**src/pkg/clk_mode_pkg.sv**
```systemverilog
// shared constants and types for the system clock and power mode block
package clk_mode_pkg;

    // ----------------------------------------
    // operating modes
    // ----------------------------------------
    typedef enum logic [2:0] {
        MODE_FAST = 3'h0,
        MODE_SLOW = 3'h1,
        MODE_SLEEP = 3'h2,
        MODE_IDLE_LOW_ONLY = 3'h3,
        MODE_IDLE_BOTH_OSC = 3'h4,
        MODE_IDLE_HIGH_ONLY = 3'h5
    } power_mode_t;

    // ----------------------------------------
    // selections, widths and reset values
    // ----------------------------------------
    localparam logic [2:0] SEL_SUB_CLOCK = 3'h7;
    localparam int HIGH_DIV_BITS = 6;
    localparam int TIMEBASE_DIV_BITS = 3;
    localparam int SYNC_STAGES = 2;
    localparam power_mode_t MODE_RESET = MODE_FAST;
    localparam logic CLOCK_OUT_RESET = 1'h0;
    localparam logic OSC_EN_RESET = 1'h0;
    localparam logic CPU_RUN_RESET = 1'h1;

endpackage

```
**src/pkg/osc_tick_if.sv**
```systemverilog
// synchronised oscillator level and rising-edge tick passed between modules
`timescale 1ns/1ps
interface osc_tick_if;
    logic level;
    logic rise;

    modport src (output level, output rise);
    modport dst (input level, input rise);
endinterface

```
**src/osc_sync.sv**
```systemverilog
// two-flop synchroniser with rising-edge tick for one raw oscillator wave
`timescale 1ns/1ps
module osc_sync
    import clk_mode_pkg::*;
(
    input wire logic core_clk,
    input wire logic rst_n,
    input wire logic osc_in,
    osc_tick_if.src tick
);
    // ----------------------------------------
    // synchroniser
    // ----------------------------------------
    logic meta;
    logic stable;
    logic prev;

    // the first stage feeds only the second; edge logic looks at later stages
    always_ff @(posedge core_clk or negedge rst_n) begin
        if (!rst_n) begin
            meta <= 1'h0;
            stable <= 1'h0;
        end else begin
            meta <= osc_in;
            stable <= meta;
        end
    end

    always_ff @(posedge core_clk or negedge rst_n) begin
        if (!rst_n) begin
            prev <= 1'h0;
        end else begin
            prev <= stable;
        end
    end

    assign tick.level = stable;
    assign tick.rise = stable & ~prev;
endmodule

```
**src/tick_counter.sv**
```systemverilog
// free-running binary counter of source ticks; bit k is the source over 2^(k+1)
`timescale 1ns/1ps
module tick_counter
    import clk_mode_pkg::*;
#(
    parameter int WIDTH = HIGH_DIV_BITS
) (
    input wire logic core_clk,
    input wire logic rst_n,
    osc_tick_if.dst tick,
    output logic [WIDTH-1:0] count
);
    // ----------------------------------------
    // counter
    // ----------------------------------------
    always_ff @(posedge core_clk or negedge rst_n) begin
        if (!rst_n) begin
            count <= '0;
        end else if (tick.rise) begin
            count <= count + WIDTH'(1);
        end
    end
endmodule

```
**src/clk_power_ctrl.sv**
```systemverilog
// system clock source selection and low-power mode control, top level
//
// Contract
// RULE1: select 000-110 fast mode, 111 slow mode
// RULE2: encodings give high clock over 1..64, sub
// RULE3: high clock from fast crystal, fast or mid rc
// RULE4: high select 0 picks rc group, 1 crystal
// RULE5: sub clock from slow crystal or slow rc
// RULE6: low select 0 slow rc, 1 slow crystal
// RULE7: fast mode divides high source by 1..64
// RULE8: after move to sub, enable bit keeps high
// RULE9: slow mode high clock follows enable bit only
// RULE10: halt with both keeps 0 enters sleep
// RULE11: sleep timebase runs if enabled, slow over 8
// RULE12: halt low keep only enters idle_low_only
// RULE13: halt both keeps enters idle_both_osc
// RULE14: halt high keep only enters idle_high_only
// RULE15: crystal used only when on, stable, selected
// RULE16: software selects crystal only after stable
// RULE17: slow crystal follows its own enable only
// RULE18: sleep/idle_high_only slow rc on when consumers on
// RULE19: lcd clocks off unless lcd on, same source
// RULE20: keep bits sampled when halt executes
`timescale 1ns/1ps
module clk_power_ctrl
    import clk_mode_pkg::*;
(
    input wire logic core_clk,
    input wire logic rst_n,
    // cpu side
    input wire logic halt_req,
    input wire logic wake_req,
    output logic cpu_run,
    output power_mode_t power_mode,
    // configuration bits
    input wire logic [2:0] sys_clk_select,
    input wire logic high_osc_select,
    input wire logic low_osc_select,
    input wire logic [2:0] rc_freq_select,
    input wire logic high_osc_idle_keep,
    input wire logic low_osc_idle_keep,
    input wire logic fast_crystal_on,
    input wire logic rc_osc_on,
    input wire logic crystal32k_on,
    input wire logic lcd_on,
    input wire logic timebase_on,
    input wire logic watchdog_on,
    // oscillator side
    input wire logic crystal32k_stable,
    input wire logic fast_crystal_osc,
    input wire logic fast_rc_osc,
    input wire logic mid_rc_osc,
    input wire logic slow_rc_osc,
    input wire logic slow_crystal_osc,
    output logic fast_crystal_en,
    output logic fast_rc_en,
    output logic mid_rc_en,
    output logic slow_rc_en,
    output logic slow_crystal_en,
    // derived clocks
    output logic system_clock,
    output logic high_clock,
    output logic sub_clock,
    output logic timebase_clock,
    output logic lcd_clock,
    output logic lcd_pump_clock
);
    // ----------------------------------------
    // oscillator synchronisers
    // ----------------------------------------
    osc_tick_if fxt_if ();
    osc_tick_if frc_if ();
    osc_tick_if mrc_if ();
    osc_tick_if src_if ();
    osc_tick_if sxt_if ();
    osc_tick_if high_if ();
    osc_tick_if slow_if ();

    osc_sync u_sync_fxt (.core_clk(core_clk), .rst_n(rst_n), .osc_in(fast_crystal_osc),
        .tick(fxt_if));
    osc_sync u_sync_frc (.core_clk(core_clk), .rst_n(rst_n), .osc_in(fast_rc_osc),
        .tick(frc_if));
    osc_sync u_sync_mrc (.core_clk(core_clk), .rst_n(rst_n), .osc_in(mid_rc_osc),
        .tick(mrc_if));
    osc_sync u_sync_src (.core_clk(core_clk), .rst_n(rst_n), .osc_in(slow_rc_osc),
        .tick(src_if));
    osc_sync u_sync_sxt (.core_clk(core_clk), .rst_n(rst_n), .osc_in(slow_crystal_osc),
        .tick(sxt_if));

    // crystal stable flag comes from the analog side
    logic stable_meta;
    logic stable_sync;

    always_ff @(posedge core_clk or negedge rst_n) begin
        if (!rst_n) begin
            stable_meta <= 1'h0;
            stable_sync <= 1'h0;
        end else begin
            stable_meta <= crystal32k_stable;
            stable_sync <= stable_meta;
        end
    end

    // ----------------------------------------
    // source selection
    // ----------------------------------------
    logic use_crystal;
    logic use_mid_rc;

    // crystal only once it is on, stable and selected; otherwise slow rc
    assign use_crystal = crystal32k_on & stable_sync & low_osc_select; // RULE15 RULE6
    // software is trusted to raise low_osc_select only after stable; the
    // stable term above keeps the rc in charge if it does not
    // RULE16
    assign use_mid_rc = rc_freq_select[2];

    always_comb begin
        if (high_osc_select) begin // RULE4
            high_if.level = fxt_if.level;
            high_if.rise = fxt_if.rise;
        end else if (use_mid_rc) begin // RULE3
            high_if.level = mrc_if.level;
            high_if.rise = mrc_if.rise;
        end else begin
            high_if.level = frc_if.level;
            high_if.rise = frc_if.rise;
        end
    end

    always_comb begin
        if (use_crystal) begin // RULE5
            slow_if.level = sxt_if.level;
            slow_if.rise = sxt_if.rise;
        end else begin
            slow_if.level = src_if.level;
            slow_if.rise = src_if.rise;
        end
    end

    // ----------------------------------------
    // dividers
    // ----------------------------------------
    logic [HIGH_DIV_BITS-1:0] high_count;
    logic [TIMEBASE_DIV_BITS-1:0] slow_count;

    tick_counter #(.WIDTH(HIGH_DIV_BITS)) u_high_div (.core_clk(core_clk), .rst_n(rst_n),
        .tick(high_if), .count(high_count));
    tick_counter #(.WIDTH(TIMEBASE_DIV_BITS)) u_slow_div (.core_clk(core_clk),
        .rst_n(rst_n), .tick(slow_if), .count(slow_count));

    logic divided_high;

    // bit k of the tick counter toggles at the source over 2^(k+1)
    always_comb begin
        unique case (sys_clk_select)
            3'h0: divided_high = high_if.level; // RULE2 RULE7
            3'h1: divided_high = high_count[0];
            3'h2: divided_high = high_count[1];
            3'h3: divided_high = high_count[2];
            3'h4: divided_high = high_count[3];
            3'h5: divided_high = high_count[4];
            3'h6: divided_high = high_count[5];
            3'h7: divided_high = slow_if.level;
        endcase
    end

    // ----------------------------------------
    // mode state machine
    // ----------------------------------------
    logic sub_selected;
    power_mode_t run_mode;
    power_mode_t halt_mode;
    power_mode_t next_power_mode;

    assign sub_selected = (sys_clk_select == SEL_SUB_CLOCK);
    assign run_mode = sub_selected ? MODE_SLOW : MODE_FAST; // RULE1

    // keep bits are read in the halt cycle itself, later changes do not move the mode
    always_comb begin
        unique case ({high_osc_idle_keep, low_osc_idle_keep}) // RULE20
            2'h0: halt_mode = MODE_SLEEP; // RULE10
            2'h1: halt_mode = MODE_IDLE_LOW_ONLY; // RULE12
            2'h3: halt_mode = MODE_IDLE_BOTH_OSC; // RULE13
            2'h2: halt_mode = MODE_IDLE_HIGH_ONLY; // RULE14
        endcase
    end

    always_comb begin
        unique case (power_mode)
            MODE_FAST, MODE_SLOW: begin
                next_power_mode = halt_req ? halt_mode : run_mode;
            end
            MODE_SLEEP, MODE_IDLE_LOW_ONLY, MODE_IDLE_BOTH_OSC, MODE_IDLE_HIGH_ONLY: begin
                next_power_mode = wake_req ? run_mode : power_mode;
            end
            default: begin
                next_power_mode = run_mode;
            end
        endcase
    end

    always_ff @(posedge core_clk or negedge rst_n) begin
        if (!rst_n) begin
            power_mode <= MODE_RESET;
        end else begin
            power_mode <= next_power_mode;
        end
    end

    // ----------------------------------------
    // mode decode
    // ----------------------------------------
    logic in_run;
    logic in_slow;
    logic high_kept;
    logic sub_kept;
    logic deep_low;
    logic selected_high_on;
    logic high_on;
    logic sys_on;
    logic slow_consumers;

    assign in_run = (next_power_mode == MODE_FAST) || (next_power_mode == MODE_SLOW);
    assign in_slow = (next_power_mode == MODE_SLOW);
    assign high_kept = (next_power_mode == MODE_FAST) ||
        (next_power_mode == MODE_IDLE_BOTH_OSC) || (next_power_mode == MODE_IDLE_HIGH_ONLY);
    assign sub_kept = in_run || (next_power_mode == MODE_IDLE_LOW_ONLY) ||
        (next_power_mode == MODE_IDLE_BOTH_OSC);
    assign deep_low = (next_power_mode == MODE_SLEEP) ||
        (next_power_mode == MODE_IDLE_HIGH_ONLY);
    assign selected_high_on = high_osc_select ? fast_crystal_on : rc_osc_on;
    assign slow_consumers = timebase_on | watchdog_on | lcd_on;

    // in slow mode the selected high oscillator lives only by its own enable bit
    assign high_on = high_kept || (in_slow && selected_high_on); // RULE8 RULE9

    always_comb begin
        unique case (next_power_mode)
            MODE_FAST, MODE_SLOW, MODE_IDLE_BOTH_OSC: sys_on = 1'h1; // RULE13
            MODE_IDLE_LOW_ONLY: sys_on = sub_selected; // RULE12
            MODE_IDLE_HIGH_ONLY: sys_on = !sub_selected; // RULE14
            MODE_SLEEP: sys_on = 1'h0; // RULE10
            default: sys_on = 1'h0;
        endcase
    end

    // ----------------------------------------
    // oscillator enables
    // ----------------------------------------
    always_ff @(posedge core_clk or negedge rst_n) begin
        if (!rst_n) begin
            fast_crystal_en <= OSC_EN_RESET;
            fast_rc_en <= OSC_EN_RESET;
            mid_rc_en <= OSC_EN_RESET;
        end else begin
            // an unselected high oscillator still follows its enable bit while awake
            fast_crystal_en <= (high_on && high_osc_select) ||
                (in_run && fast_crystal_on); // RULE8 RULE9
            fast_rc_en <= (high_on && !high_osc_select && !use_mid_rc) ||
                (in_run && rc_osc_on && !use_mid_rc);
            mid_rc_en <= (high_on && !high_osc_select && use_mid_rc) ||
                (in_run && rc_osc_on && use_mid_rc);
        end
    end

    always_ff @(posedge core_clk or negedge rst_n) begin
        if (!rst_n) begin
            slow_crystal_en <= OSC_EN_RESET;
            slow_rc_en <= OSC_EN_RESET;
        end else begin
            slow_crystal_en <= crystal32k_on; // RULE17
            if (use_crystal) begin
                slow_rc_en <= 1'h0; // RULE15
            end else if (deep_low) begin
                slow_rc_en <= slow_consumers; // RULE18
            end else begin
                slow_rc_en <= 1'h1; // RULE17
            end
        end
    end

    // ----------------------------------------
    // clock outputs
    // ----------------------------------------
    always_ff @(posedge core_clk or negedge rst_n) begin
        if (!rst_n) begin
            cpu_run <= CPU_RUN_RESET;
            system_clock <= CLOCK_OUT_RESET;
            high_clock <= CLOCK_OUT_RESET;
            sub_clock <= CLOCK_OUT_RESET;
        end else begin
            cpu_run <= in_run; // RULE10
            system_clock <= sys_on && divided_high; // RULE1
            high_clock <= high_on && high_if.level; // RULE3
            sub_clock <= sub_kept && slow_if.level; // RULE5
        end
    end

    // timebase stays alive in every mode, sleep included, while its users are on
    always_ff @(posedge core_clk or negedge rst_n) begin
        if (!rst_n) begin
            timebase_clock <= CLOCK_OUT_RESET;
        end else begin
            timebase_clock <= (timebase_on || watchdog_on) &&
                slow_count[TIMEBASE_DIV_BITS-1]; // RULE11
        end
    end

    always_ff @(posedge core_clk or negedge rst_n) begin
        if (!rst_n) begin
            lcd_clock <= CLOCK_OUT_RESET;
            lcd_pump_clock <= CLOCK_OUT_RESET;
        end else begin
            lcd_clock <= lcd_on && slow_if.level; // RULE19
            lcd_pump_clock <= lcd_on && slow_if.level; // RULE19
        end
    end
endmodule

```
**config.mk**
```make
export PLATFORM = sky130hd
export DESIGN_NAME = clk_power_ctrl
export DESIGN_NICKNAME = d
export VERILOG_FILES = /design/src/pkg/clk_mode_pkg.sv /design/src/pkg/osc_tick_if.sv /design/src/osc_sync.sv /design/src/tick_counter.sv /design/src/clk_power_ctrl.sv
export SDC_FILE = /design/constraint.sdc
export NUM_CORES = 1
export LEC_CHECK = 0
export BUFFER_PORTS_ARGS = -buffer_cell sky130_fd_sc_hd__buf_2
export CAP_MARGIN = 20
export CORE_ASPECT_RATIO = 1.75
export CORE_MARGIN = 2
export CORE_UTILIZATION = 48
export DETAILED_ROUTE_END_ITERATION = 10
export PLACE_DENSITY = 0.82
export RECOVER_POWER = 25
export REMOVE_ABC_BUFFERS = 1
export SKIP_CTS_REPAIR_TIMING = 1
export SYNTH_ARGS = -nofsm -noshare
export SYNTH_HDL_FRONTEND = slang
export SYNTH_SLANG_ARGS = --single-unit
```
**constraint.sdc**
```tcl
create_clock -name core_clk -period 2.75 [get_ports core_clk]
set_input_delay 0.1375 -clock core_clk [delete_from_list [all_inputs] [get_ports core_clk]]
set_output_delay 0.1375 -clock core_clk [all_outputs]
set_load 0.005 [all_outputs]
```
==> metrics.log, run 1 <==
[metrics] post-layout net count: 219
[metrics] peak supply drop: 0.456 mV
[metrics] worst hold path class: in -> reg
[metrics] proportion of netlist area held by the largest area contributor: 0.554
[metrics] most frequent cells in the layout: sky130_fd_sc_hd__dfrtp_1 (39), sky130_fd_sc_hd__buf_2 (37), sky130_fd_sc_hd__ha_1 (8)
[metrics] CTS sink count: 40
[metrics] wire length reported by the detailed router: 3250 um
[metrics] final critical-path required period: 1.85 ns
[metrics] Logic pwr share: 0.224
[metrics] synthesized instance count: 136
[metrics] Fmax achieved: 0.540 GHz
[metrics] outcome: complete, but fails checks
[metrics] detailed router's first-iteration violation count: 11
[metrics] total power density per cell area: 675 nW/um2
[metrics] buffer levels on the longest clock path: 2
[metrics] via count of the first global-routing pass: 1268
[metrics] Worst EP arrival: 2.03 ns
[metrics] share of the yosys chip area belonging to registers: 0.569
[metrics] half-perimeter wire length after detailed placement: 2490 um
[metrics] Place WS: 0.901 ns
[metrics] most common cell after layout, fill and taps aside: sky130_fd_sc_hd__dfrtp_1
[metrics] count of yosys warnings during synthesis: 0
[metrics] number of antenna cells inserted: 0
[metrics] largest net degree at the start of global routing: 41
[metrics] critical path class: reg -> reg
[metrics] share of power burned in registers: 0.533
[metrics] biggest cell delay along the critical path: 0.38 ns
[metrics] latest clock arrival within the worst-skew pair: 0.29 ns
[metrics] Sw Share: 0.279
[metrics] proportion of register bits with asynchronous set or reset after synthesis: 1.00
[metrics] final setup violation count: 0
[metrics] number of distinct standard cells referenced by the synthesized netlist: 46
[metrics] tightest slew margin relative to the limit: -0.343
[metrics] maximum capacitance violations: 1
[metrics] average vias per placed instance: 5.33
[metrics] main area contributors after synthesis: sky130_fd_sc_hd__dfrtp_1 (55%), sky130_fd_sc_hd__ha_1 (5.7%), sky130_fd_sc_hd__mux2i_1 (2.8%), sky130_fd_sc_hd__xnor2_1 (2.5%), sky130_fd_sc_hd__a211oi_1 (1.7%)
[metrics] Die Span Y: 84.1 um
[metrics] NetSw: 0.000402 W
[metrics] failing checks: capacitance limit, slew limit
[metrics] average instance area after synthesis: 13.0 um2
[metrics] Setup crit start kind: register
[metrics] power consumption: 0.00144 W
[metrics] Clk Tree Root Cell: sky130_fd_sc_hd__clkbuf_8
[metrics] proportion of layout cells with a drive suffix above 1: 0.314
[metrics] TritonCTS clock tree: done
[metrics] final worst path period share: 0.674
[metrics] Site Rows: 29
[metrics] post-route worst setup slack: 0.898 ns
[metrics] count of pins on the block boundary: 41
[metrics] standby leakage power: 0.997 nW
[metrics] internal portion of total power: 0.00104 W
[metrics] wire length of the first global-routing pass: 5440 um
[metrics] max reg flops: 6
[metrics] count of port buffers added during placement: 38
[metrics] final hold vios: 0
[metrics] register with the most flip-flops: u_high_div.count
[metrics] Die X-Extent: 49.8 um
[metrics] post-place instance area: 1990 um2
[metrics] unrepaired setup endpoints after global routing: false
[metrics] cts bufs inserted: 5
[metrics] count of vias placed by the detailed router: 1232
[metrics] top_reg_cell synth: sky130_fd_sc_hd__dfrtp_1
[metrics] library cell with the largest summed area after synthesis: sky130_fd_sc_hd__dfrtp_1
[metrics] Area Growth Syn to Fin: 21.2%
[metrics] global-route congestion overflow total: 0
[metrics] initial antenna violation count: 0
[metrics] WL/cell: 14.1 um
[metrics] number of search-and-repair iterations in the first detailed-routing pass: 4
[metrics] ordered list of cells on the worst path: inv_1 -> ha_1 -> and3b_1 -> a31oi_2 -> o21ai_2 -> a311oi_1
[metrics] clk_skew: 0.0107 ns
[metrics] Least-Margin Pin Slew: 2.01 ns
[metrics] CP max-delay cell: sky130_fd_sc_hd__dfrtp_1
[metrics] cell area after synthesis: 1760 um2
[metrics] CP Max Fanout: 7
[metrics] clock edge transition at the registers on the reported setup and hold paths: 0.07 ns
[metrics] leading registers by flop count: u_high_div.count x6, power_mode x3, u_slow_div.count x3
[metrics] Routability Congestion: 0.827
[metrics] total routing usage reported by global routing: 0.171
[metrics] DRT antenna net count: 0
[metrics] H-tree Lvls: 2
[metrics] type of destination of the critical path: register
[metrics] Design Area, Final: 2140 um2
[metrics] final max-slew violation count: 41
[metrics] Clk pwr share: 0.243
[metrics] Die ar.: 4190 um2
[metrics] Core Footprint: 3560 um2
[metrics] drc violations: 0
[metrics] number of enable-type register cells in the synthesized netlist: 0
[metrics] Setup TNS Final: 0 ns
[metrics] required time of the critical path: 2.93 ns
[metrics] initial core utilization: 0.495
[metrics] number of storage elements in the synthesis netlist: 40
-- final cells by class --
cell class	instances	area, um2
inverters	6	22.5
well taps	46	57.6
multi-input cells	87	713
clock inverters	2	12.5
repair buffers	45	259
fillers	311	1420
clock buffers	5	68.8
flip-flops and latches	40	1000
-- power groups by stage --
stage,Clock (W),Sequential [W],Combinational (W)
detailed placement,0,0.000781,0.000318
CTS,0.000364,0.000770,0.000321
global route,0.000392,0.000785,0.000358
floorplan,0,0.000769,0.000200
global placement,0,0.000772,0.000297
finish,0.000351,0.000769,0.000322
-- routing by layer --
layer	global-route usage	part of all wire
met5	0	0
met4	0.109	0.048
met3	0.0338	0.047
met2	0.308	0.55
met1	0.175	0.35
-- Yosys cell counts (3+ instances only) --
master and count:
sky130_fd_sc_hd__a211oi_1 4, sky130_fd_sc_hd__o21ai_0 4, sky130_fd_sc_hd__ha_1 8, sky130_fd_sc_hd__xnor2_1 5, sky130_fd_sc_hd__nor2_1 6, sky130_fd_sc_hd__nand2b_1 3, sky130_fd_sc_hd__nor2b_1 3, sky130_fd_sc_hd__mux2i_1 5
sky130_fd_sc_hd__o211ai_1 4, sky130_fd_sc_hd__nand3b_1 4, sky130_fd_sc_hd__dfrtp_1 39, sky130_fd_sc_hd__and3_1 4, sky130_fd_sc_hd__inv_1 5
-- critical path, delay by kind of cell (launching register included) --
| kind | cells | cell delay [ns] |
|---|---|---|
| AO/OA/AOI/OAI | 3 | 0.76 |
| adder cells (fa/ha/maj) | 1 | 0.34 |
| buffers and inverters | 1 | 0.06 |
| flip-flops | 1 | 0.38 |
| AND/OR/NAND/NOR | 1 | 0.21 |
-- cell families (layout without fill, tap and decap cells) --
family,after synthesis,after routing,share of synthesized area
multiplexers,9,9,0.0582
flip-flops,40,40,0.569
AO/OA/AOI/OAI,31,31,0.143
adder cells (fa/ha/maj),8,8,0.0568
AND/OR/NAND/NOR,32,32,0.112
XOR/XNOR,7,7,0.0348
buffers and inverters,9,58,0.0263
-- per-stage QoR --
step | cells | hold slack, ns | util
after floorplan | 133 | -0.158 | -
after global placement | 217 | 0.245 | 0.558
after detailed placement | 217 | 0.247 | 0.558
after CTS | 224 | -0.0526 | 0.581
after global routing | 231 | 0.0795 | 0.601
final | 231 | 0.0817 | 0.601
-- final timing paths --
check / cells past startpoint / to / start / slack [ns]
max in group asynchronous: 1 / u_sync_fxt.prev / rst_n / 1.17
max: 6 / high_clock / power_mode[1] / 0.90
max reg2reg: 6 / high_clock / power_mode[1] / 0.90
min in group asynchronous: 1 / u_sync_sxt.tick.level / rst_n / 0.42
min: 2 / timebase_clock / timebase_on / 0.08
min reg2reg: 0 / u_sync_fxt.tick.level / u_sync_fxt.meta / 0.35
No activity file was read; power rests on OpenSTA's default activity.
==> run 2, diff against run 1 <==
--- a/config.mk
+++ b/config.mk
@@ -9,9 +9,9 @@
 export CAP_MARGIN = 20
 export CORE_ASPECT_RATIO = 1.75
 export CORE_MARGIN = 2
-export CORE_UTILIZATION = 48
+export CORE_UTILIZATION = 47
 export DETAILED_ROUTE_END_ITERATION = 10
-export PLACE_DENSITY = 0.82
+export PLACE_DENSITY = 0.84
 export RECOVER_POWER = 25
 export REMOVE_ABC_BUFFERS = 1
 export SKIP_CTS_REPAIR_TIMING = 1
==> constraint.sdc (replaced) <==
create_clock -name core_clk -period 1.6 [get_ports core_clk]
set_input_delay 0.08 -clock core_clk [delete_from_list [all_inputs] [get_ports core_clk]]
set_output_delay 0.08 -clock core_clk [all_outputs]
set_load 0.005 [all_outputs]
==> run 2 against run 1 <==
The run ends with setup timing left. First-iteration DRC count is 27% higher. Sequential power is 72% higher. Sequential cell count stayed put. Maximum frequency is 10% higher. Cell count is 6.1% higher. Die area is 2.0% higher. Clock skew is 0.0017 ns lower. Routed wire length is 12% higher. Via count is 5.1% higher. Hold slack worse by 0.081 ns. Design area is 9.4% higher. Critical path type unchanged. Largest cell class unchanged. Largest power group unchanged. Highest routed layer unchanged.
==> metrics.log, run 2 (synthesis results as in run 1) <==
[metrics] outcome: complete, but fails checks
[metrics] failing checks: setup timing
[metrics] Least-Margin Pin Slew: 0.965 ns
[metrics] via count of the first global-routing pass: 1280
[metrics] cell depth of the worst flop-to-flop path: 7
[metrics] required time of the critical path: 1.78 ns
[metrics] standby leakage power: 1.08 nW
[metrics] clk_skew: 0.00900 ns
[metrics] startpoint of the worst hold path: timebase_on
[metrics] total power density per cell area: 1200 nW/um2
[metrics] H-tree Lvls: 2
[metrics] tightest slew margin relative to the limit: 0.357
[metrics] worst hold endpoint: timebase_clock
[metrics] final critical-path required period: 1.68 ns
[metrics] drc violations: 0
[metrics] Fmax achieved: 0.596 GHz
[metrics] initial antenna violation count: 0
[metrics] initial core utilization: 0.490
[metrics] wire length of the first global-routing pass: 5620 um
[metrics] Place WS: -0.175 ns
[metrics] most common cell after layout, fill and taps aside: sky130_fd_sc_hd__dfrtp_1
[metrics] ordered list of cells on the worst path: inv_2 -> ha_4 -> and3b_1 -> a31oi_2 -> buf_6 -> o21ai_4 -> a311oi_2
[metrics] final max-slew violation count: 0
[metrics] global-route met3 utilization: 0.0493
[metrics] post-route worst setup slack: -0.0774 ns
[metrics] global-route congestion overflow total: 0
[metrics] maximum capacitance violations: 0
[metrics] most utilized layer in the global route result: met2
[metrics] number of search-and-repair iterations in the first detailed-routing pass: 3
[metrics] biggest cell delay along the critical path: 0.41 ns
[metrics] count of vias placed by the detailed router: 1295
[metrics] Die X-Extent: 50.3 um
[metrics] Site Rows: 29
[metrics] startpoint of the lowest-slack register-to-register path: power_mode[1]
[metrics] TritonCTS clock tree: done
[metrics] latest clock arrival within the worst-skew pair: 0.29 ns
[metrics] worst hold slack after final layout: 0.000939 ns
[metrics] Routability Congestion: 0.866
[metrics] register with the most flip-flops: u_high_div.count
[metrics] met2 track demand over resource in global routing: 0.300
[metrics] share of power burned in registers: 0.472
[metrics] cell total after placement: 227
[metrics] count of filler cells inserted in the layout: 270
[metrics] Die Span Y: 85.0 um
[metrics] largest net degree at the start of global routing: 41
[metrics] half-perimeter wire length after detailed placement: 2550 um
[metrics] CP max-delay cell: sky130_fd_sc_hd__dfrtp_1
[metrics] max reg flops: 6
[metrics] buffer levels on the longest clock path: 2
[metrics] final worst path period share: 1.05
[metrics] most frequent cells in the layout: sky130_fd_sc_hd__dfrtp_1 (39), sky130_fd_sc_hd__buf_2 (38), sky130_fd_sc_hd__dlygate4sd3_1 (9), sky130_fd_sc_hd__buf_4 (9), sky130_fd_sc_hd__ha_1 (6)
[metrics] worst hold path class: in -> reg
[metrics] clock edge transition at the registers on the reported setup and hold paths: 0.08 ns
[metrics] Area Growth Syn to Fin: 32.7%
[metrics] unrepaired setup endpoints after global routing: true
[metrics] total routing usage reported by global routing: 0.175
[metrics] CTS sink count: 40
[metrics] final hold vios: 0
[metrics] Clk Tree Root Cell: sky130_fd_sc_hd__clkbuf_8
[metrics] average vias per placed instance: 5.29
[metrics] Die ar.: 4270 um2
[metrics] CP Max Fanout: 7
[metrics] DRT antenna net count: 0
[metrics] minimum setup slack among reg-to-reg paths: -0.08 ns
[metrics] WL/cell: 14.9 um
[metrics] number of cells on the worst hold path: 2
[metrics] wire length reported by the detailed router: 3640 um
[metrics] endpoint of the lowest-slack register-to-register path: high_clock
[metrics] Core Footprint: 3590 um2
[metrics] met1 Usage GRT: 0.187
[metrics] detailed router's first-iteration violation count: 14
[metrics] peak supply drop: 0.972 mV
[metrics] Worst EP arrival: 1.86 ns
[metrics] Clk pwr share: 0.294
[metrics] count of pins on the block boundary: 41
[metrics] NetSw: 0.000776 W
[metrics] Logic pwr share: 0.234
[metrics] final setup violation count: 2
[metrics] Setup crit start kind: register
[metrics] number of antenna cells inserted: 0
[metrics] critical path class: reg -> reg
[metrics] proportion of layout cells with a drive suffix above 1: 0.412
[metrics] type of destination of the critical path: register
[metrics] Sw Share: 0.277
[metrics] internal portion of total power: 0.00202 W
[metrics] Final Instance Count excl. Fillers: 245
[metrics] count of port buffers added during placement: 38
[metrics] leading registers by flop count: u_high_div.count x6, power_mode x3, u_slow_div.count x3
[metrics] cts bufs inserted: 5
[metrics] post-layout net count: 232
==> run 2: metrics by stage <==
stage	total power [W]	TNS, ns	util	instance area (um2)
after detailed placement	0.00192	-0.559	0.574	2060
after floorplan	0.00167	-0.103	-	1740
final	0.00280	-0.0817	0.651	2340
after global routing	0.00296	-0.377	0.651	2340
after global placement	0.00187	-0.0645	0.574	2060
after CTS	0.00275	-0.665	0.606	2180
==> run 2: critical path, delay by kind of cell, from the launching register on <==
kind | cells | cell delay, ns
AO/OA/AOI/OAI | 3 | 0.53
buffers and inverters | 2 | 0.25
adder cells (fa/ha/maj) | 1 | 0.21
flip-flops | 1 | 0.41
AND/OR/NAND/NOR | 1 | 0.17
==> run 2: metal layers <==
layer,wire length (um),part of all wire
met5,0,0
met4,173,0.047
met3,176,0.048
met2,1990,0.55
met1,1300,0.36
==> run 2: power groups by stage <==
stage / sequential, W / clock, W / combinational (W)
2_1_floorplan: 0.00132 / 0 / 0.000344
3_3_place_gp: 0.00132 / 0 / 0.000547
6_report: 0.00132 / 0.000823 / 0.000655
4_1_cts: 0.00132 / 0.000847 / 0.000581
3_5_place_dp: 0.00134 / 0 / 0.000577
5_1_grt: 0.00135 / 0.000895 / 0.000719
==> run 2: worst max path at each step <==
stage	startpoint	to	slack, ns	cells after the start
5_1_grt	power_mode[2]	high_clock	-0.12	7
3_5_place_dp	power_mode[1]	high_clock	-0.17	7
4_1_cts	power_mode[1]	high_clock	-0.19	7
3_3_place_gp	power_mode[1]	high_clock	-0.05	7
2_1_floorplan	power_mode[1]	high_clock	-0.05	6
6_report	power_mode[1]	high_clock	-0.08	7
==> run 2: layout make-up <==
cell class	instances	area [um2]	area share
sequential	40	1000	0.429
multi-input combinational	87	776	0.332
timing repair buffer	58	364	0.156
clock buffer	5	68.8	0.0294
tap	46	57.6	0.0246
clock inverter	3	46.3	0.0198
inverter	6	22.5	0.00964
